--- config.mk ---
export PLATFORM = sky130hd
export DESIGN_NAME = fsg_gate
export DESIGN_NICKNAME = d
export VERILOG_FILES = /design/src/design/fsg_pkg.sv /design/src/design/fsg_classify.sv /design/src/design/fsg_gate.sv
export SDC_FILE = /design/constraint.sdc
export NUM_CORES = 1
export LEC_CHECK = 0
export ABC_AREA = 0
export BUFFER_PORTS_ARGS = -buffer_cell sky130_fd_sc_hd__buf_2
export CORE_UTILIZATION = 44
export DETAILED_ROUTE_END_ITERATION = 16
export HOLD_SLACK_MARGIN = 0.05
export PLACE_DENSITY = 0.73
export SKIP_CTS_REPAIR_TIMING = 1
export SYNTH_ARGS = -nofsm -noshare
export SYNTH_HDL_FRONTEND = slang
export SYNTH_HIERARCHICAL = 1
export SYNTH_SLANG_ARGS = --single-unit
export TNS_END_PERCENT = 10
--- constraint.sdc ---
create_clock -name ref_clk -period 3.02 [get_ports ref_clk]
set_input_delay 0.604 -clock ref_clk [delete_from_list [all_inputs] [get_ports ref_clk]]
set_output_delay 0.604 -clock ref_clk [all_outputs]
set_load 0.05 [all_outputs]
--- src/design/fsg_pkg.sv ---
// Package for the flash access security gate
package fsg_pkg;
    localparam int ADDR_W = 16;
    localparam int PAGE_W = 9;
    localparam int DATA_W = 8;
    localparam int LOCK_W = 8;
    // Default lock byte page and reserved area, page numbers (128-byte pages)
    localparam logic [PAGE_W-1:0] LOCK_PAGE_RST = 9'h07b;
    localparam logic [PAGE_W-1:0] RSV_PAGE_LO = 9'h07c;
    localparam logic [PAGE_W-1:0] RSV_PAGE_HI = 9'h07f;
    localparam logic [ADDR_W-1:0] LIMIT_RST = 16'h0000;
    localparam logic [DATA_W-1:0] BLANK_BYTE = 8'hff;
    localparam logic [DATA_W-1:0] LOCK_RST = 8'hff;
    typedef enum logic [1:0] {
        FSG_SRC_DEBUG = 2'h0,
        FSG_SRC_LOW = 2'h1,
        FSG_SRC_HIGH = 2'h3
    } fsg_src_t;
    typedef enum logic [1:0] {
        FSG_OP_READ = 2'h0,
        FSG_OP_WRITE = 2'h1,
        FSG_OP_ERASE = 2'h2,
        FSG_OP_MASS = 2'h3
    } fsg_op_t;
endpackage

--- src/design/fsg_classify.sv ---
// Requester classification for the flash access security gate
`timescale 1ns/1ps
module fsg_classify (
    input wire logic dbg_req,
    input wire logic [fsg_pkg::ADDR_W-1:0] pc_addr,
    input wire logic [fsg_pkg::ADDR_W-1:0] limit_addr,
    output fsg_pkg::fsg_src_t src
);
    import fsg_pkg::*;
    always_comb begin
        if (dbg_req) begin
            src = FSG_SRC_DEBUG; // [RULE_01]
        end else if (pc_addr < limit_addr) begin
            src = FSG_SRC_LOW; // [RULE_17]
        end else begin
            src = FSG_SRC_HIGH; // [RULE_17]
        end
    end
endmodule

--- src/design/fsg_gate.sv ---
// Flash access security gate between requesters and the flash array
// How it works
// RULE_01: Classify request: debug, low firmware, high firmware
// RULE_02: Debug may access unlocked pages
// RULE_03: Debug refused on locked pages
// RULE_04: Debug may always read lock bytes
// RULE_05: Debug may always add locks
// RULE_06: Debug erase of unlocked lock page clears locks
// RULE_07: Locked lock page cleared only by mass erase
// RULE_08: Reserved area always refused
// RULE_09: Lock bytes ignore firmware requests
// RULE_10: Low firmware accesses all but lock-page erase
// RULE_11: Firmware never erases lock page
// RULE_12: Firmware may read and write lock page
// RULE_13: High firmware accesses pages at/above limit
// RULE_14: High firmware refused below limit
// RULE_15: Instruction fetches below limit still allowed
// RULE_16: Refused ops never reach array or requester
// RULE_17: Side decided by executing instruction address
`timescale 1ns/1ps
module fsg_gate (
    input wire logic ref_clk,
    input wire logic rst_n,
    input wire logic req_valid,
    input wire logic req_dbg,
    input wire logic req_fetch,
    input wire fsg_pkg::fsg_op_t req_op,
    input wire logic [fsg_pkg::ADDR_W-1:0] req_addr,
    input wire logic [fsg_pkg::DATA_W-1:0] req_wdata,
    input wire logic [fsg_pkg::ADDR_W-1:0] pc_addr,
    input wire logic [fsg_pkg::ADDR_W-1:0] limit_addr,
    input wire logic [fsg_pkg::DATA_W-1:0] flash_rdata,
    input wire logic [fsg_pkg::PAGE_W-1:0] lock_page,
    output logic flash_rd,
    output logic flash_wr,
    output logic flash_erase,
    output logic flash_mass_erase,
    output logic [fsg_pkg::ADDR_W-1:0] flash_addr,
    output logic [fsg_pkg::DATA_W-1:0] flash_wdata,
    output logic resp_valid,
    output logic resp_denied,
    output logic [fsg_pkg::DATA_W-1:0] resp_rdata,
    output logic [fsg_pkg::LOCK_W-1:0] lock_bits
);
    import fsg_pkg::*;

    localparam int PAGE_LSB = ADDR_W - PAGE_W;

    fsg_src_t src;
    logic [PAGE_W-1:0] page;
    logic [PAGE_W-1:0] limit_page;
    logic is_lock_page;
    logic is_rsv;
    logic page_locked;
    logic adds_locks;
    logic allow;
    logic [LOCK_W-1:0] lock_reg;
    logic rd_pend_reg;

    // Lock byte: one bit per eighth of flash, 0 means locked (erased = all open)
    function automatic logic locked_by(input logic [LOCK_W-1:0] lk,
                                       input logic [PAGE_W-1:0] pg);
        locked_by = ~lk[pg[PAGE_W-1 -: 3]];
    endfunction

    fsg_classify u_classify (
        .dbg_req(req_dbg),
        .pc_addr(pc_addr),
        .limit_addr(limit_addr),
        .src(src)
    );

    assign page = req_addr[ADDR_W-1:PAGE_LSB];
    assign limit_page = limit_addr[ADDR_W-1:PAGE_LSB];
    assign is_lock_page = (page == lock_page);
    assign is_rsv = (page >= RSV_PAGE_LO) && (page <= RSV_PAGE_HI);
    assign page_locked = locked_by(lock_reg, page);
    // Flash writes only clear bits, so a write may only add locks
    assign adds_locks = ((req_wdata | lock_reg) == lock_reg);

    always_comb begin
        allow = 1'b0;
        if (is_rsv) begin
            allow = 1'b0; // [RULE_08]
        end else begin
            case (src)
                FSG_SRC_DEBUG: begin
                    if (req_op == FSG_OP_MASS) begin
                        allow = 1'b1; // [RULE_07]
                    end else if (is_lock_page && req_op == FSG_OP_READ) begin
                        allow = 1'b1; // [RULE_04]
                    end else if (is_lock_page && req_op == FSG_OP_WRITE && adds_locks) begin
                        allow = 1'b1; // [RULE_05]
                    end else begin
                        allow = !page_locked; // [RULE_02] [RULE_03] [RULE_06] [RULE_07]
                    end
                end
                FSG_SRC_LOW: begin
                    // Lock bits not consulted for firmware [RULE_09]
                    allow = !(req_op == FSG_OP_MASS) &&
                            !(is_lock_page && req_op == FSG_OP_ERASE); // [RULE_10] [RULE_11] [RULE_12]
                end
                FSG_SRC_HIGH: begin
                    if (req_op == FSG_OP_MASS) begin
                        allow = 1'b0;
                    end else if (is_lock_page) begin
                        allow = (req_op != FSG_OP_ERASE); // [RULE_11] [RULE_12]
                    end else if (req_fetch && req_op == FSG_OP_READ) begin
                        allow = 1'b1; // [RULE_15]
                    end else begin
                        allow = (page >= limit_page); // [RULE_13] [RULE_14]
                    end
                end
                default: allow = 1'b0;
            endcase
        end
    end

    // Strobes to the array only for granted requests
    always_ff @(posedge ref_clk) begin
        if (!rst_n) begin
            flash_rd <= 1'b0;
            flash_wr <= 1'b0;
            flash_erase <= 1'b0;
            flash_mass_erase <= 1'b0;
            flash_addr <= '0;
            flash_wdata <= '0;
        end else begin
            flash_rd <= req_valid && allow && req_op == FSG_OP_READ; // [RULE_16]
            flash_wr <= req_valid && allow && req_op == FSG_OP_WRITE; // [RULE_16]
            flash_erase <= req_valid && allow && req_op == FSG_OP_ERASE; // [RULE_16]
            flash_mass_erase <= req_valid && allow && req_op == FSG_OP_MASS; // [RULE_16]
            if (req_valid && allow) begin
                flash_addr <= req_addr;
                flash_wdata <= req_wdata;
            end
        end
    end

    // Shadow of the lock byte; the array holds the real copy
    always_ff @(posedge ref_clk) begin
        if (!rst_n) begin
            lock_reg <= LOCK_RST;
        end else if (req_valid && allow) begin
            if (req_op == FSG_OP_MASS) begin
                lock_reg <= LOCK_RST; // [RULE_07]
            end else if (req_op == FSG_OP_ERASE && is_lock_page) begin
                lock_reg <= LOCK_RST; // [RULE_06]
            end else if (req_op == FSG_OP_WRITE && is_lock_page) begin
                lock_reg <= lock_reg & req_wdata; // [RULE_05] [RULE_12]
            end
        end
    end

    always_ff @(posedge ref_clk) begin
        if (!rst_n) begin
            lock_bits <= LOCK_RST;
        end else begin
            lock_bits <= lock_reg;
        end
    end

    // Answer: one cycle after take for refusals, writes and erases (none if a read answer is due in that cycle), two for reads
    always_ff @(posedge ref_clk) begin
        if (!rst_n) begin
            rd_pend_reg <= 1'b0;
            resp_valid <= 1'b0;
            resp_denied <= 1'b0;
            resp_rdata <= BLANK_BYTE;
        end else begin
            rd_pend_reg <= req_valid && allow && req_op == FSG_OP_READ;
            resp_valid <= 1'b0;
            resp_denied <= 1'b0;
            if (rd_pend_reg) begin
                resp_valid <= 1'b1;
                resp_rdata <= flash_rdata;
            end else if (req_valid && !allow) begin
                resp_valid <= 1'b1;
                resp_denied <= 1'b1;
                resp_rdata <= BLANK_BYTE; // [RULE_16]
            end else if (req_valid && req_op != FSG_OP_READ) begin
                resp_valid <= 1'b1;
            end
        end
    end
endmodule

==> flow_summary.yaml <==
floorplanning:
  num_rows: 29
  start_util_pct: 46.67
  die-area_mm2: 0.007264
  coreArea_mm2: 0.006531
  die_height_um: 85.23
  dieWidth_um: 85.23
  boundaryPins: 126
yosys:
  async_flop_share_pct: 0
  synthTopCellsByCount: "63 x nand2_1, 54 x dfxtp_1, 33 x inv_1, 24 x ha_1, 24 x mux2i_1"
  ys_seq_elements: 54
  avgSynthCellArea_um2: 8.684
  syn_inst: 351
  ys_seq_area_share_pct: 35.47
  synth_nets: 455
  synth_edf_count: 0
  synth_warnings: 6
  synth_area_mm2: 0.003048
  yosys-top-cells-area: "dfxtp_1 35%, ha_1 9.9%, mux2i_1 7.9%"
  yosys.area.top_type: "dfxtp_1"
  netlist-cell-type-count: 47
  yosysTopAreaCellShare_pct: 35.47
  yosysMostFrequentCell: "nand2_1"
  synth_flop_cell: "dfxtp_1"
clock_tree:
  cts_buffers: 5
  clk_pin_slew_ns: 0.09
  clock_latency_ns: 0.30
  cts_tree: "done"
  htreeDepth: 2
  root_buffer: "clkbuf_8"
  numClockSinks: 54
  clockBufferDepth: 2
timing:
  setup_viol: 0
  slew_viol_final: 0
  slew_headroom_pct: 48.95
  fmax_mhz: 356.2
  rsz0062_at_grt: "false"
  fin_crit_sh_pct: 92.95
  worst_clock_skew_ns: 0.01250
  period_minus_slack_ns: 2.807
  fin_hold_ws_ns: 0.4624
  worstMarginPinSlew_ns: 0.7607
  hold_viol: 0
final_layout:
  layout-drive-gt1-share_pct: 30.93
  fillCellCount: 580
  top_register: "flash_addr"
  largest_register_ffs: 16
  areaGrowthSynthToFinish_pct: 26.31
  num_antenna_cells: 0
  nets: 575
placed_design:
  port_buffers: 125
  dpl.hpwl_um: 5880
  gp_congestion: 0.8074
grt:
  grt_pass1_wl_um: 12160
  antenna_found_initial: 0
  grt_overflow_total: 0
  grt_pass1_vias: 2822
  track_usage_pct: 20.90
  grt_start_max_net_pins: 35
pwr:
  powerDensity_mw_per_mm2: 443.3
  peakVddDrop_mv: 0.2231
  p_leak_nw: 1.904
  power_mw: 1.707
setup_path:
  cp.required_ns: 3.25
  slowest_stage: "ha_1"
  cp.arrival_ns: 3.04
  max_stage_delay_ns: 0.31
  crit_fanout: 21
  startpoint_type: "input pin"
  setup.worst_path.class: "in -> reg"
  crit_chain: "buf_2 > ha_1 > a211oi_2 > o21bai_4 > a311oi_1 > o22ai_1 > nor2b_1 > a31oi_1 > o21a_1 > nand2_1 > nor2_8 > buf_12 > mux2i_1"
  end_kind: "flop"
  cp_top_family: "compound AO/OA/AOI/OAI gates"
  critPathBufInv: 2
job:
  drv_cap: 0
min_path:
  hold_class: "reg -> reg"
route:
  drt_iter0_drc: 131
  vias_per_cell: 5.313
  drt-wirelength-per-cell_um: 13.38
  ant_nets: 0
  drt_wl_total_um: 7348
  drc: 0
  vias: 2917
  detail_route.first_pass.iterations: 4
outcome:
  status: "complete, no violations"
-- layout by cell type (no fill, tap or decap), types with 3 or more instances in the layout --
| cell type | count |
|---|---|
| clkbuf_8 | 5 |
| o21ai_1 | 5 |
| nand2_1 | 63 |
| xor2_1 | 9 |
| nor4_1 | 10 |
| inv_1 | 33 |
| nand4_1 | 8 |
| o21ai_0 | 19 |
| nand3_1 | 4 |
| dfxtp_1 | 54 |
| nor2_1 | 5 |
| o31ai_1 | 8 |
| nand2b_1 | 18 |
| and4_1 | 3 |
| o22ai_1 | 5 |
| mux2i_1 | 24 |
| buf_2 | 125 |
| a21oi_1 | 6 |
| ha_1 | 24 |
| a21o_1 | 3 |
| buf_4 | 6 |
-- through the flow --
stage | cells | setup TNS [ns] | util, % | instance area [um2] | setup WS (ns)
6_report | 549 | 0 | 58.95 | 3850 | 0.2129
5_1_grt | 549 | 0 | 58.95 | 3850 | 0.007909
4_1_cts | 549 | 0 | 58.95 | 3850 | 0.2226
3_5_place_dp | 541 | -1.060 | 57.32 | 3744 | -0.07254
3_3_place_gp | 541 | -0.4874 | 57.32 | 3744 | -0.02627
2_1_floorplan | 351 | 0 | - | 3054 | 0.08419
-- logic make-up after synthesis --
group / after synthesis / share of synthesized area (%)
and+or+nand+nor: 123 / 20.90
AOI/OAI and AO/OA: 60 / 13.01
DFF: 54 / 35.47
buffers and inverters: 53 / 7.882
muxes: 27 / 9.975
adders and majority gates: 25 / 10.18
xor gates and xnor gates: 9 / 2.586
-- where the power goes --
part	internal, mW	switching [mW]
logic	0.170	0.300
registers	0.750	0.0203
clock network	0.248	0.218
-- final timing paths --
kind	startpoint	slack, ns	cells after the start	to
setup / recovery	pc_addr[5]	0.21	13	flash_addr[3]
hold / removal	flash_addr[13]	0.46	2	flash_addr[13]
setup reg to reg	lock_reg[2]	0.70	8	lock_reg[4]
hold reg to reg	flash_addr[13]	0.46	2	flash_addr[13]
-- worst register-to-register path, cell delays in order, from the launching register on --
cell      delay, ns
dfxtp_1        0.35
mux4_1         0.52
mux2_2         0.29
a211oi_2       0.18
o21ai_1        0.12
nand3_2        0.17
buf_12         0.17
o21a_1         0.29
nand2_1        0.10
-- area by class of cell --
class | count | area [um2] | area share [%]
tap | 77 | 96.34 | 2.502
sequential | 54 | 1081 | 28.08
timing repair buffer | 133 | 710.7 | 18.46
clock inverter | 1 | 30.03 | 0.7800
inverter | 33 | 123.9 | 3.217
clock buffer | 7 | 76.32 | 1.982
multi-input combinational | 244 | 1732 | 44.98
-- metal layers --
| metal | part of all wire, % | global-route usage (%) | up-vias |
|---|---|---|---|
| li1 | - | - | 1456 |
| met1 | 43 | 24.85 | 1325 |
| met2 | 48 | 37.46 | 126 |
| met3 | 7.6 | 4.377 | 10 |
| met4 | 1.4 | 6.780 | 0 |
| met5 | 0 | 0 | - |
Note: power is estimated with default switching activity, not from simulation.
